### config.mk
export PLATFORM = sky130hd
export DESIGN_NAME = rscf_device_flat
export DESIGN_NICKNAME = d
export VERILOG_FILES = /design/src/rtl/rscf_pkg.sv /design/src/rtl/rscf_link_if.sv /design/src/rtl/rscf_device.sv /design/src/flat_wrapper.sv
export SDC_FILE = /design/constraint.sdc
export NUM_CORES = 2
export LEC_CHECK = 0
export BUFFER_PORTS_ARGS = -buffer_cell sky130_fd_sc_hd__buf_2
export CAP_MARGIN = 5
export CORE_MARGIN = 5
export CORE_UTILIZATION = 55
export DETAILED_ROUTE_END_ITERATION = 8
export PLACE_DENSITY = 0.76
export SYNTH_ARGS = -nofsm -noshare
export SYNTH_HDL_FRONTEND = slang
export SYNTH_SLANG_ARGS = --single-unit
### constraint.sdc
create_clock -name clk -period 3.4 [get_ports clk]
set_input_delay 0.17 -clock clk [delete_from_list [all_inputs] [get_ports clk]]
set_output_delay 0.17 -clock clk [all_outputs]
set_load 0.01 [all_outputs]
### src/rtl/rscf_pkg.sv
// shared constants and checksum function of the serial command framer
// assumes both ends are compiled against this package
`default_nettype none
package rscf_pkg;
   localparam logic [7:0]  SOF         = 8'hff;
   localparam logic [7:0]  REQ_MAX     = 8'hfa;
   localparam logic [7:0]  RSP_MAX     = 8'hf8;
   localparam logic [15:0] CRC_POLY    = 16'h1021;
   localparam logic [15:0] CRC_SEED    = 16'hffff;
   localparam logic [15:0] ST_OK       = 16'h0000;
   localparam logic [15:0] ST_CRC_ERR  = 16'h0100;
   localparam logic [15:0] ST_BOOT_ERR = 16'h0101;
   localparam logic [7:0]  B_ONE       = 8'h01;
   localparam logic [1:0]  F_ONE       = 2'h1;
   localparam logic [1:0]  F_FULL      = 2'h2;
   localparam int          MEM_DEPTH   = 256;

   // one byte into a ccitt crc, msb first
   function automatic logic [15:0] rscf_crc(input logic [15:0] c, input logic [7:0] d);
      logic [15:0] r;
      r = c ^ {d, 8'h00};
      for (int i = 0; i < 8; i++) begin
         r = r[15] ? ((r << 1) ^ CRC_POLY) : (r << 1);
      end
      return r;
   endfunction
endpackage
`default_nettype wire

### src/rtl/rscf_link_if.sv
// byte link between host end and device end, one byte stream each way
// assumes the bench joins both ends on one clock
`default_nettype none
interface rscf_link_if;
   logic       enable;
   logic [7:0] h2d_data;
   logic       h2d_valid;
   logic       h2d_ready;
   logic [7:0] d2h_data;
   logic       d2h_valid;
   logic       d2h_ready;
   modport dev  (input enable, h2d_data, h2d_valid, d2h_ready,
                 output h2d_ready, d2h_data, d2h_valid);
   modport host (output enable, h2d_data, h2d_valid, d2h_ready,
                 input h2d_ready, d2h_data, d2h_valid);
endinterface
`default_nettype wire

### src/rtl/rscf_device.sv
// device end: boot image check, request parser, response framer
// assumes img_data answers img_addr within the same cycle (async rom)
// Function
// - host waits for response before next request
// - device only answers, never starts
// - one command at a time, in order
// - request: marker, length, opcode, payload, checksum
// - response adds status word, payload up to 248
// - same ccitt crc both directions
// - crc covers length, opcode, status, payload
// - start marker excluded from crc
// - host owns timeouts and retries
// - boot check runs after reset, then application
// - recompute image crc, compare to stored
// - bad image: stay in loader, report error
// - return to loader transparently, no pin; here the boot_req input requests it
// - enable active high, defaults enabled
// - host holds rx low while off
`default_nettype none
module rscf_device
   import rscf_pkg::*;
#(
   parameter int AW = 16,
   parameter logic [AW-1:0] IMG_LAST = 16'h00ff
) (
   // clock and reset
   input  wire logic          clk,
   input  wire logic          rst_n,
   input  wire logic          ce,
   // link
   rscf_link_if.dev           link,
   // image rom
   output logic [AW-1:0]      img_addr,
   input  wire logic [7:0]    img_data,
   input  wire logic [15:0]   img_crc,
   // mode
   input  wire logic          boot_req,
   output logic               app_run,
   output logic               boot_err,
   // command to application
   output logic               cmd_valid,
   output logic [7:0]         cmd_op,
   output logic [7:0]         cmd_len,
   input  wire logic [7:0]    cmd_rd_addr,
   output logic [7:0]         cmd_rd_data,
   // response from application
   input  wire logic          resp_valid,
   input  wire logic [15:0]   resp_status,
   input  wire logic [7:0]    resp_len,
   input  wire logic          resp_wr_en,
   input  wire logic [7:0]    resp_wr_addr,
   input  wire logic [7:0]    resp_wr_data
);
   import rscf_pkg::*;

   typedef enum logic [1:0] {B_SCAN = 2'h0, B_APP = 2'h1, B_LDR = 2'h2,
                             B_FAIL = 2'h3} rscf_bst_t;
   typedef enum logic [3:0] {P_HDR = 4'h0, P_LEN = 4'h1, P_CMD = 4'h2, P_DATA = 4'h3,
                             P_CKH = 4'h4, P_CKL = 4'h5, P_EXEC = 4'h6, P_WAIT = 4'h7,
                             T_HDR = 4'h8, T_LEN = 4'h9, T_CMD = 4'ha, T_STH = 4'hb,
                             T_STL = 4'hc, T_DATA = 4'hd, T_CKH = 4'he,
                             T_CKL = 4'hf} rscf_pst_t;

   rscf_bst_t     bst_r, bst_nxt;
   rscf_pst_t     pst_r, pst_nxt;
   logic [AW-1:0] ia_r, ia_nxt;
   logic [15:0]   ic_r, ic_nxt, crc_r, crc_nxt, st_r, st_nxt;
   logic [7:0]    len_r, len_nxt, op_r, op_nxt, idx_r, idx_nxt, ckh_r, ckh_nxt;
   logic          ok_r, ok_nxt, rdy_r, rdy_nxt, cv_r, cv_nxt;
   logic [7:0]    f0_r, f0_nxt, f1_r, f1_nxt;
   logic [1:0]    cnt_r, cnt_nxt;
   logic          vld_r, vld_nxt, app_r, err_r;
   logic [7:0]    crd_r;
   logic [7:0]    rxm [0:MEM_DEPTH-1];
   logic [7:0]    txm [0:MEM_DEPTH-1];
   logic          take, push, pop, rx_we;
   logic [15:0]   ic_step;
   logic [7:0]    pb;

   always_comb begin
      bst_nxt = bst_r;
      pst_nxt = pst_r;
      ia_nxt = ia_r;
      ic_nxt = ic_r;
      crc_nxt = crc_r;
      st_nxt = st_r;
      len_nxt = len_r;
      op_nxt = op_r;
      idx_nxt = idx_r;
      ckh_nxt = ckh_r;
      ok_nxt = ok_r;
      cv_nxt = 1'b0;
      push = 1'b0;
      pb = 8'h00;
      rx_we = 1'b0;
      take = link.h2d_valid && rdy_r;
      pop = vld_r && link.d2h_ready;
      ic_step = rscf_crc(ic_r, img_data);
      // boot loader: walk the image after every reset or on leaving the loader
      case (bst_r)
         B_SCAN: begin
            ic_nxt = ic_step;
            ia_nxt = ia_r + 1'b1;
            if (ia_r == IMG_LAST) begin
               bst_nxt = (ic_step == img_crc) ? B_APP : B_FAIL;
            end
         end
         B_APP: if (boot_req) bst_nxt = B_LDR;
         B_LDR: if (!boot_req) begin
            bst_nxt = B_SCAN;
            ia_nxt = '0;
            ic_nxt = CRC_SEED;
         end
         default: ;
      endcase
      // receive side only moves on host bytes, transmit only after a request
      case (pst_r)
         P_HDR: if (take && link.h2d_data == SOF) begin
            pst_nxt = P_LEN;
            crc_nxt = CRC_SEED;
         end
         P_LEN: if (take) begin
            len_nxt = link.h2d_data;
            crc_nxt = rscf_crc(crc_r, link.h2d_data);
            // overlong request cannot be framed: drop and resync
            pst_nxt = (link.h2d_data > REQ_MAX) ? P_HDR : P_CMD;
         end
         P_CMD: if (take) begin
            op_nxt = link.h2d_data;
            crc_nxt = rscf_crc(crc_r, link.h2d_data);
            idx_nxt = '0;
            pst_nxt = (len_r == '0) ? P_CKH : P_DATA;
         end
         P_DATA: if (take) begin
            rx_we = 1'b1;
            crc_nxt = rscf_crc(crc_r, link.h2d_data);
            idx_nxt = idx_r + B_ONE;
            if (idx_r + B_ONE == len_r) pst_nxt = P_CKH;
         end
         P_CKH: if (take) begin
            ckh_nxt = link.h2d_data;
            pst_nxt = P_CKL;
         end
         P_CKL: if (take) begin
            ok_nxt = ({ckh_r, link.h2d_data} == crc_r);
            pst_nxt = P_EXEC;
         end
         P_EXEC: begin
            if (!ok_r) begin
               st_nxt = ST_CRC_ERR;
               len_nxt = '0;
               pst_nxt = T_HDR;
            end else if (bst_r == B_FAIL) begin
               st_nxt = ST_BOOT_ERR;
               len_nxt = '0;
               pst_nxt = T_HDR;
            end else begin
               cv_nxt = 1'b1;
               pst_nxt = P_WAIT;
            end
         end
         P_WAIT: if (resp_valid) begin
            st_nxt = resp_status;
            len_nxt = (resp_len > RSP_MAX) ? RSP_MAX : resp_len;
            pst_nxt = T_HDR;
         end
         default: if (cnt_r != F_FULL) begin
            // fifo room stalls the framer, so a slow host loses no byte
            push = 1'b1;
            case (pst_r)
               T_HDR: begin
                  pb = SOF;
                  crc_nxt = CRC_SEED;
                  pst_nxt = T_LEN;
               end
               T_LEN: begin
                  pb = len_r;
                  pst_nxt = T_CMD;
               end
               T_CMD: begin
                  pb = op_r;
                  pst_nxt = T_STH;
               end
               T_STH: begin
                  pb = st_r[15:8];
                  pst_nxt = T_STL;
               end
               T_STL: begin
                  pb = st_r[7:0];
                  idx_nxt = '0;
                  pst_nxt = (len_r == '0) ? T_CKH : T_DATA;
               end
               T_DATA: begin
                  pb = txm[idx_r];
                  idx_nxt = idx_r + B_ONE;
                  if (idx_r + B_ONE == len_r) pst_nxt = T_CKH;
               end
               T_CKH: begin
                  pb = crc_r[15:8];
                  pst_nxt = T_CKL;
               end
               default: begin
                  pb = crc_r[7:0];
                  pst_nxt = P_HDR;
               end
            endcase
            if (pst_r != T_HDR && pst_r != T_CKH && pst_r != T_CKL) begin
               crc_nxt = rscf_crc(crc_r, pb);
            end
         end
      endcase
      // two-entry buffer, head is the link output
      f0_nxt = f0_r;
      f1_nxt = f1_r;
      cnt_nxt = cnt_r;
      if (pop && push) begin
         if (cnt_r == F_ONE) begin
            f0_nxt = pb;
         end else begin
            f0_nxt = f1_r;
            f1_nxt = pb;
         end
      end else if (pop) begin
         f0_nxt = f1_r;
         cnt_nxt = cnt_r - F_ONE;
      end else if (push) begin
         if (cnt_r == '0) f0_nxt = pb;
         else f1_nxt = pb;
         cnt_nxt = cnt_r + F_ONE;
      end
      // off: drop protocol state, rerun the boot check on enable
      if (!link.enable) begin
         pst_nxt = P_HDR;
         cnt_nxt = '0;
         cv_nxt = 1'b0;
         bst_nxt = B_SCAN;
         ia_nxt = '0;
         ic_nxt = CRC_SEED;
      end
      vld_nxt = (cnt_nxt != '0);
      rdy_nxt = (pst_nxt <= P_CKL) && (bst_nxt != B_SCAN) && link.enable;
   end

   always_ff @(posedge clk or negedge rst_n) begin
      if (!rst_n) begin
         bst_r <= B_SCAN;
         pst_r <= P_HDR;
         ia_r <= '0;
         ic_r <= CRC_SEED;
         crc_r <= CRC_SEED;
         st_r <= ST_OK;
         len_r <= '0;
         op_r <= '0;
         idx_r <= '0;
         ckh_r <= '0;
         ok_r <= 1'b0;
         cv_r <= 1'b0;
         rdy_r <= 1'b0;
         f0_r <= '0;
         f1_r <= '0;
         cnt_r <= '0;
         vld_r <= 1'b0;
         app_r <= 1'b0;
         err_r <= 1'b0;
         crd_r <= '0;
      end else if (ce) begin
         bst_r <= bst_nxt;
         pst_r <= pst_nxt;
         ia_r <= ia_nxt;
         ic_r <= ic_nxt;
         crc_r <= crc_nxt;
         st_r <= st_nxt;
         len_r <= len_nxt;
         op_r <= op_nxt;
         idx_r <= idx_nxt;
         ckh_r <= ckh_nxt;
         ok_r <= ok_nxt;
         cv_r <= cv_nxt;
         rdy_r <= rdy_nxt;
         f0_r <= f0_nxt;
         f1_r <= f1_nxt;
         cnt_r <= cnt_nxt;
         vld_r <= vld_nxt;
         app_r <= (bst_nxt == B_APP);
         err_r <= (bst_nxt == B_FAIL);
         crd_r <= rxm[cmd_rd_addr];
      end
   end

   // payload memories, no reset
   always_ff @(posedge clk) begin
      if (ce && rx_we) rxm[idx_r] <= link.h2d_data;
      if (ce && resp_wr_en) txm[resp_wr_addr] <= resp_wr_data;
   end

   assign link.h2d_ready = rdy_r;
   assign link.d2h_valid = vld_r;
   assign link.d2h_data  = f0_r;
   assign img_addr       = ia_r;
   assign app_run        = app_r;
   assign boot_err       = err_r;
   assign cmd_valid      = cv_r;
   assign cmd_op         = op_r;
   assign cmd_len        = len_r;
   assign cmd_rd_data    = crd_r;
endmodule
`default_nettype wire

### src/flat_wrapper.sv
// flat-port wrapper written by rule: the top's interface ports become plain ports
module rscf_device_flat import rscf_pkg::*;
#(
   parameter int AW = 16,
   parameter logic [AW-1:0] IMG_LAST = 16'h00ff
)
  (clk, rst_n, ce, img_addr, img_data, img_crc, boot_req, app_run, boot_err, cmd_valid, cmd_op, cmd_len, cmd_rd_addr, cmd_rd_data, resp_valid, resp_status, resp_len, resp_wr_en, resp_wr_addr, resp_wr_data, link_enable, link_h2d_data, link_h2d_valid, link_d2h_ready, link_h2d_ready, link_d2h_data, link_d2h_valid);
  rscf_link_if link_i ();
  input  wire logic clk;
  input  wire logic rst_n;
  input  wire logic ce;
  output logic [AW-1:0] img_addr;
  input  wire logic [7:0] img_data;
  input  wire logic [15:0] img_crc;
  input  wire logic boot_req;
  output logic app_run;
  output logic boot_err;
  output logic cmd_valid;
  output logic [7:0] cmd_op;
  output logic [7:0] cmd_len;
  input  wire logic [7:0] cmd_rd_addr;
  output logic [7:0] cmd_rd_data;
  input  wire logic resp_valid;
  input  wire logic [15:0] resp_status;
  input  wire logic [7:0] resp_len;
  input  wire logic resp_wr_en;
  input  wire logic [7:0] resp_wr_addr;
  input  wire logic [7:0] resp_wr_data;
  input wire logic [$bits(link_i.enable)-1:0] link_enable;
  input wire logic [$bits(link_i.h2d_data)-1:0] link_h2d_data;
  input wire logic [$bits(link_i.h2d_valid)-1:0] link_h2d_valid;
  input wire logic [$bits(link_i.d2h_ready)-1:0] link_d2h_ready;
  output wire logic [$bits(link_i.h2d_ready)-1:0] link_h2d_ready;
  output wire logic [$bits(link_i.d2h_data)-1:0] link_d2h_data;
  output wire logic [$bits(link_i.d2h_valid)-1:0] link_d2h_valid;
  assign link_i.enable = link_enable;
  assign link_i.h2d_data = link_h2d_data;
  assign link_i.h2d_valid = link_h2d_valid;
  assign link_i.d2h_ready = link_d2h_ready;
  assign link_h2d_ready = link_i.h2d_ready;
  assign link_d2h_data = link_i.d2h_data;
  assign link_d2h_valid = link_i.d2h_valid;
  rscf_device #(.AW(AW), .IMG_LAST(IMG_LAST)) u_core (.clk(clk), .rst_n(rst_n), .ce(ce), .link(link_i), .img_addr(img_addr), .img_data(img_data), .img_crc(img_crc), .boot_req(boot_req), .app_run(app_run), .boot_err(boot_err), .cmd_valid(cmd_valid), .cmd_op(cmd_op), .cmd_len(cmd_len), .cmd_rd_addr(cmd_rd_addr), .cmd_rd_data(cmd_rd_data), .resp_valid(resp_valid), .resp_status(resp_status), .resp_len(resp_len), .resp_wr_en(resp_wr_en), .resp_wr_addr(resp_wr_addr), .resp_wr_data(resp_wr_data));
endmodule
# After elaboration in Yosys (flattened, before gate mapping)
# Memory sizes are Yosys's and may differ from the RTL's. A register that Yosys moved wholly into a read port is not among the register bits.
# Cells that the tools add are included.
[word_totals] inputBits=89 word_cells=244 ramBits=4096 latch_bits=0 rom_bits=0 out_inout_bits=53 n_memories=2 ff_bits=126
[classes] n_eq_ne=41 shifts=0 n_reduce_logical=40 addsub=4 n_bitwise=29 multipliers=0 n_div=0 magnitude_cmp=3 mux=106
[memory_table] memory="u_core.rxm" words=256 width=8 rd=1 rd_ports_with_merged_regs=1 wr=1 line_no="rscf_device.sv:74" text="logic [7:0] rxm [0:MEM_DEPTH-1];"
[memory_table] memory="u_core.txm" words=256 width=8 rd=1 rd_ports_with_merged_regs=0 wr=1 line_no="rscf_device.sv:75" text="logic [7:0] txm [0:MEM_DEPTH-1];"
[ops] op="$mux W13" count=24
[ops] op="$mux W16" count=12
[ops] op="$mux W8" count=22
[ops] op="$pmux W16 S2" count=3
[ops] op="$not A3 Y3" count=24
[ops] op="$pmux W8 S7" count=1
[ops] op="$mux W4" count=13
[ops] op="$pmux W16 S3" count=1
[ops] op="$pmux W8 S3" count=2
[ops] op="$xor A16 B16 Y16" count=3
[ops] op="$eq A16 B16 Y1" count=2
[ops] op="$pmux W4 S8" count=1
[ops] op="$eq A4 B4 Y1 const B" count=7
[ops] op="$pmux W4 S7" count=1
[ops] op="$mux W2" count=11
[ops] op="$add A16 B1 Y16 const B" count=1
[ops] op="$eq A16 B8 Y1 const B" count=1
[ops] op="$eq A4 B3 Y1 const B" count=4
[ops] op="$gt A8 B8 Y1 const B" count=2
[ops] op="$pmux W8 S2" count=1
[ops] op="$reduce_and A3 Y1" count=5
[ops] op="$reduce_bool A3 Y1" count=5
[ops] op="$mux W1" count=12
[ops] op="$ne A2 B1 Y1 const B" count=6
[ops] op="other kinds (31)" count=59

# Logic depth before layout (Yosys ltp)
[logic_depth] word_depth=25 ltp_mapped=18

# Worst setup path after synthesis
# Ideal clock, no wire load.
[synth_timing] kind="register to register" startpoint="reg u_core.pst_r[0]" endpoint="mem u_core.rxm[103][0] (enable)" stages_incl_launch_ff=11 arrival_time_ns=3.248 path_buffers=6 setup_slack_ns=-0.218 t_required_ns=3.030 cell_sequence="dfrtp_1 clkbuf_1 clkbuf_1 clkbuf_1 buf_1 nand3_1 nor3_1 clkbuf_1 clkbuf_1 nand3_1 nor2_1"
[synth_via] elab_chain_len=5
[synth_rtl] item="start, declared" line_no="rscf_device.sv:65" text="rscf_pst_t pst_r, pst_nxt;"
[synth_rtl] item="start signal, assigned" line_no="rscf_device.sv:268" text="pst_r <= pst_nxt;"
[synth_rtl] item="$eq A4 B2 Y1" line_no="rscf_device.sv:117" text="case (pst_r)"
[synth_rtl] item="$mux W1" line_no="rscf_device.sv:117"
[synth_rtl] item="$logic_and A1 B1 Y1" line_no="rscf_device.sv:292" text="if (ce && rx_we) rxm[idx_r] <= link.h2d_data;"
[synth_rtl] item="$mux W1" line_no="rscf_device.sv:292"
[synth_rtl] item="$mux W1 (implied by the code)" line_no="rscf_device.sv:292"
[synth_rtl] item="end, declared" line_no="rscf_device.sv:74"
# No other way between the ends.

# Worst setup path in the final report
[layout_timing] startpoint="reg u_core.idx_r[0]" endpoint="reg u_core.crc_r[12]"
[layout_via] elab_chain_len=17 elab_cells_between_ends=18
[layout_rtl] item="start, declared" line_no="rscf_device.sv:68" text="logic [7:0] len_r, len_nxt, op_r, op_nxt, idx_r, idx_nxt, ckh_r, ckh_nxt;"
[layout_rtl] item="start signal, assigned" line_no="rscf_device.sv:275" text="idx_r <= idx_nxt;"
[layout_rtl] item="$mem_v2 Z256 W8 *"
[layout_rtl] item="$pmux W8 S7 *" line_no="rscf_device.sv:170" text="case (pst_r)"
[layout_rtl] item="$mux W8 *" line_no="rscf_device.sv:167" text="default: if (cnt_r != F_FULL) begin"
[layout_rtl] item="$mux W8 *" line_no="rscf_device.sv:117"
[layout_rtl] item="$xor A16 B16 Y16 *" line_no="rscf_pkg.sv:21" text="r = c ^ {d, 8'h00};"
[layout_rtl] item="$mux W13 (3 in series)" line_no="rscf_pkg.sv:23" text="r = r[15] ? ((r << 1) ^ CRC_POLY) : (r << 1);"
[layout_rtl] item="$mux W13 *" line_no="rscf_pkg.sv:23"
[layout_rtl] item="$mux W13 (3 in series)" line_no="rscf_pkg.sv:23"
[layout_rtl] item="$not A3 Y3 (no source line)"
[layout_rtl] item="$mux W13 *" line_no="rscf_pkg.sv:23"
[layout_rtl] item="$mux W16 *" line_no="rscf_device.sv:207" text="if (pst_r != T_HDR && pst_r != T_CKH && pst_r != T_CKL) begin"
[layout_rtl] item="$mux W16 *" line_no="rscf_device.sv:167"
[layout_rtl] item="$pmux W16 S3 *" line_no="rscf_device.sv:117"
[layout_rtl] item="end signal, assigned" line_no="rscf_device.sv:271" text="crc_r <= crc_nxt;"
[layout_rtl] item="end, declared" line_no="rscf_device.sv:67" text="logic [15:0] ic_r, ic_nxt, crc_r, crc_nxt, st_r, st_nxt;"
# Mark *: on every way between the ends. The rest lies on a longest branch, timed or not. The select of a mux whose other input is x is not followed.
# A chain may end at the register's enable or synchronous reset.

==> out/qor.json <==
{
  "route": {
    "drt-initial-drc-count": 14200,
    "avgRoutedWirePerCell_microns": 34.7,
    "drt_drc_violations_left": 0,
    "drt_pre_antenna_iters": 8,
    "detail_route.wirelength_mm": 480,
    "vias_per_cell": 6.77,
    "remaining_antenna_violation_count_after_routing": 0,
    "detailroute.via_count": 93600
  },
  "synth": {
    "yosys_synthesis_warning_count": 0,
    "syn_std_cell_area_sq_um": 167000,
    "synth_seq_area_share": 0.756,
    "synth_top_area_frac": 0.736,
    "synth_async_sr_flop_share": 0.0317,
    "synth_nets": 8079,
    "yosys_register_bits": 4230,
    "netlist_top_cells_area": "sky130_fd_sc_hd__edfxtp_1 (74%), sky130_fd_sc_hd__mux4_2 (15%), sky130_fd_sc_hd__dfrtp_1 (1.5%)",
    "synthFlopType": "sky130_fd_sc_hd__edfxtp_1",
    "yosys.area.top_type": "sky130_fd_sc_hd__edfxtp_1",
    "ys_types": 95,
    "syn_inst": 7982,
    "number_of_flops_mapped_to_enable_cells_by_yosys": 4096,
    "syn_avg_cell_area_sq_um": 20.9
  },
  "worst_setup_path": {
    "cp.required_ns": 4.25,
    "cp.arrival_ns": 4.98,
    "timing.critical_path.fanout_max": 9,
    "r2r-start": "u_core.idx_r[0]$_DFFE_PN0P_",
    "crit_path_start_kind": "register",
    "crit-reg2reg-capture": "u_core.crc_r[12]$_DFFE_PN1P_",
    "kind_of_critical_path": "reg2reg",
    "reg2reg_slack_ns": -0.73,
    "reg2regPathDepth": 13,
    "setup.worst_path.end_class": "register"
  },
  "sta": {
    "setup_slack_ns": -0.731,
    "timing.final.max_slew_violations": 0,
    "maxSlewHeadroom": 0.0453,
    "fin_skew_ns": 0.0560,
    "share_of_the_clock_period_used_by_the_worst_path_after_layout": 1.21,
    "tns_ns": -13.74,
    "setup_viol": 34,
    "tightest_slew_ns": 1.42,
    "timing_limited_maximum_frequency_mhz": 242,
    "timing.final.crit_period_ns": 4.13,
    "timing_hold_violations_final": 0,
    "grt_setup_unrepaired": "yes"
  },
  "global_route": {
    "global_route_wire_length_before_repair_mm": 685,
    "global_route.usage.total": 0.301,
    "grt_start_max_net_pins": 185,
    "initial_antenna_violation_count": 35,
    "via_count_of_the_first_global_routing_pass": 94100,
    "globalRouteOverflowTotal": 0
  },
  "outcome": {
    "violations": "setup timing",
    "outcome": "finished with violations"
  },
  "finish": {
    "syn_to_final_growth_pct": 18.9,
    "finish.net_count": 9605,
    "layout_cells_sized_above_1": 0.361
  },
  "power": {
    "p_leak_uw": 0.0655,
    "p_sw_uw": 25600,
    "worst_ir_drop_vdd_uv": 764,
    "totalPowerFinal_uw": 114000,
    "power_per_cell_area_nw_per_um2": 573,
    "share_clk_of_total_power": 0.400,
    "seq_power_share": 0.509,
    "internal_power_uw": 88300,
    "p_sw_frac": 0.224,
    "comb_power_share": 0.090
  },
  "clock_network": {
    "worstSkewPairLatency_ns": 0.93,
    "cts_max_level": 5,
    "tritoncts_num_sinks": 4230,
    "cts_tree": "done",
    "cts_max_path_buffers": 4,
    "tritoncts.num_buffers": 402,
    "clk_root_buffer_cell": "sky130_fd_sc_hd__clkbuf_16",
    "worst_setup_hold_path_clk_slew_ns": 0.07
  },
  "floorplanning": {
    "initial_utilization": 0.552,
    "rows": 202,
    "die_h_microns": 561,
    "floorplan.die_area_sq_um": 315000,
    "core_area_sq_um": 303000,
    "pin_count": 142,
    "die_width_microns": 561
  },
  "placed_design": {
    "dp.final_hpwl_mm": 294,
    "finalWeightedCongestion": 0.957,
    "portBuffers": 141
  },
  "worst_hold_path": {
    "worst_hold_path_type": "in2reg",
    "worstHoldStart": "resp_wr_data[2]",
    "hold-path-cell-count": 1,
    "hold_path_end": "u_core.txm[105][2]$_DFFE_PP_"
  },
  "run": {
    "max_cap_viols": 0
  }
}
-- layer usage --
metal / share of wire / vias up / GRT usage
met3: 0.12 / 1578 / 0.0721
met1: 0.33 / 48100 / 0.392
li1: - / 36200 / -
met4: 0.065 / 40 / 0.155
met5: 0.00058 / - / 0
met2: 0.48 / 7609 / 0.480
-- worst max-delay path by stage --
stage / start / end / slack (ns)
after detailed placement: u_core.idx_r[0]$_DFFE_PN0P_ / u_core.crc_r[7]$_DFFE_PN1P_ / -1.42
after floorplan: u_core.pst_r[0]$_DFFE_PN0P_ / u_core.rxm[119][0]$_DFFE_PP_ / -0.19
final: u_core.idx_r[0]$_DFFE_PN0P_ / u_core.crc_r[12]$_DFFE_PN1P_ / -0.73
after global routing: u_core.idx_r[0]$_DFFE_PN0P_ / u_core.crc_r[12]$_DFFE_PN1P_ / -0.82
after CTS: u_core.idx_r[0]$_DFFE_PN0P_ / u_core.crc_r[12]$_DFFE_PN1P_ / -0.61
after global placement: u_core.idx_r[0]$_DFFE_PN0P_ / u_core.crc_r[15]$_DFFE_PN1P_ / -1.54
-- what timing repair did --
action,in CTS,in global routing
hold buffers,75,0
gates resized for setup,175,147
endpoints found under the setup margin,117,123
pin swaps,51,47
buffers inserted,50,56
gates cloned,13,2
endpoints found under the hold margin,1199,0
-- through the flow --
stage	setup WS [ns]	utilization	hold slack, ns	cells	area [sq um]
3_3_place_gp	-1.54	0.601	0.190	12900	182000
4_1_cts	-0.608	0.653	0.0219	13800	198000
3_5_place_dp	-1.42	0.601	0.202	12900	182000
6_report	-0.731	0.656	0.00149	13800	199000
5_1_grt	-0.815	0.656	0.0411	13800	199000
2_1_floorplan	-0.189	-	-0.126	7982	167000
-- power groups by stage --
| stage | Combinational [uW] | Clock [uW] | Sequential, uW |
|---|---|---|---|
| 2_1_floorplan | 5310 | 0 | 58900 |
| 3_3_place_gp | 8730 | 0 | 59100 |
| 3_5_place_dp | 8950 | 0 | 59100 |
| 4_1_cts | 9770 | 45700 | 58000 |
| 5_1_grt | 10700 | 48200 | 58000 |
| 6_report | 10300 | 45600 | 58000 |
-- state kept, by name, summed over array words and instances, names as in the netlist, 2 cells and up --
| name | flops |
|---|---|
| u_core.link.d2h_data | 8 |
| u_core.idx_r | 8 |
| u_core.ic_r | 16 |
| u_core.ckh_r | 8 |
| u_core.bst_r | 2 |
| u_core.cmd_len | 8 |
| u_core.cmd_op | 8 |
| u_core.img_addr | 16 |
| u_core.crc_r | 16 |
| u_core.st_r | 16 |
| u_core.cmd_rd_data | 8 |
| u_core.rxm | 2048 |
| u_core.cnt_r | 2 |
| u_core.txm | 2048 |
| u_core.f1_r | 8 |
| u_core.pst_r | 4 |
-- worst max-delay path, stage by stage, from the launching register on --
cell and delay, ns:
sky130_fd_sc_hd__dfrtp_4 0.45, sky130_fd_sc_hd__buf_12 0.20, sky130_fd_sc_hd__buf_16 0.19, sky130_fd_sc_hd__buf_4 0.19, sky130_fd_sc_hd__mux4_2 0.54, sky130_fd_sc_hd__mux4_2 0.56, sky130_fd_sc_hd__a31oi_4 0.28, sky130_fd_sc_hd__buf_6 0.17
sky130_fd_sc_hd__o311ai_4 0.15, sky130_fd_sc_hd__a21boi_2 0.17, sky130_fd_sc_hd__a211oi_2 0.07, sky130_fd_sc_hd__xor3_2 0.44, sky130_fd_sc_hd__or4_1 0.52, sky130_fd_sc_hd__nand3_1 0.09
-- cells by family after synthesis --
logic type	Yosys count	synth area share
DFF	4230	0.756
AOI/OAI and AO/OA	559	0.0228
xor gates and xnor gates	101	0.00553
and+or+nand+nor	1208	0.0320
buffers and inverters	494	0.0146
muxes	1381	0.168
adders and majority gates	9	0.000659
-- final cells by class --
cell class	instances	area (sq um)
flip-flops and latches	4230	126000
fillers	18300	104000
multi-input cells	3259	39400
repair buffers	1598	14500
clock buffers	477	10600
well taps	3978	4980
clock inverters	253	2640
inverters	17	81.3
diodes	19	47.5
-- cells in the final DEF (no fill, tap or decap), types with 66 or more instances in the layout --
master	instances
sky130_fd_sc_hd__o21ai_0	86
sky130_fd_sc_hd__buf_2	121
sky130_fd_sc_hd__xnor2_1	66
sky130_fd_sc_hd__mux2i_1	201
sky130_fd_sc_hd__nand2_1	220
sky130_fd_sc_hd__clkinv_1	79
sky130_fd_sc_hd__buf_4	1170
sky130_fd_sc_hd__nor2_1	579
sky130_fd_sc_hd__nand3_1	111
sky130_fd_sc_hd__edfxtp_1	4096
sky130_fd_sc_hd__clkbuf_16	413
sky130_fd_sc_hd__clkinv_2	80
sky130_fd_sc_hd__buf_12	142
sky130_fd_sc_hd__dlygate4sd3_1	74
sky130_fd_sc_hd__a22oi_1	109
sky130_fd_sc_hd__dfrtp_1	94
sky130_fd_sc_hd__mux4_2	1132
-- cells in the mapped netlist (16+ instances only) --
master and instances:
sky130_fd_sc_hd__a31oi_1 22, sky130_fd_sc_hd__nor3_1 31, sky130_fd_sc_hd__xnor2_1 67, sky130_fd_sc_hd__edfxtp_1 4096, sky130_fd_sc_hd__clkbuf_1 245, sky130_fd_sc_hd__mux4_2 1128
sky130_fd_sc_hd__xor2_1 31, sky130_fd_sc_hd__buf_6 40, sky130_fd_sc_hd__dfrtp_1 102, sky130_fd_sc_hd__mux2_2 36, sky130_fd_sc_hd__inv_1 16, sky130_fd_sc_hd__a221oi_1 16
sky130_fd_sc_hd__nor4_1 19, sky130_fd_sc_hd__nor2_1 623, sky130_fd_sc_hd__dfstp_2 32, sky130_fd_sc_hd__o21ai_0 110, sky130_fd_sc_hd__nand4_1 31, sky130_fd_sc_hd__buf_1 88
sky130_fd_sc_hd__a21oi_1 79, sky130_fd_sc_hd__nand3_1 116, sky130_fd_sc_hd__buf_4 46, sky130_fd_sc_hd__a22oi_1 127, sky130_fd_sc_hd__mux2i_1 210, sky130_fd_sc_hd__nand2_1 227
sky130_fd_sc_hd__o22ai_1 43, sky130_fd_sc_hd__nand2b_1 24, sky130_fd_sc_hd__buf_2 53, sky130_fd_sc_hd__nor2b_1 35, sky130_fd_sc_hd__and3_1 28
(Power assumes the default switching activity.)
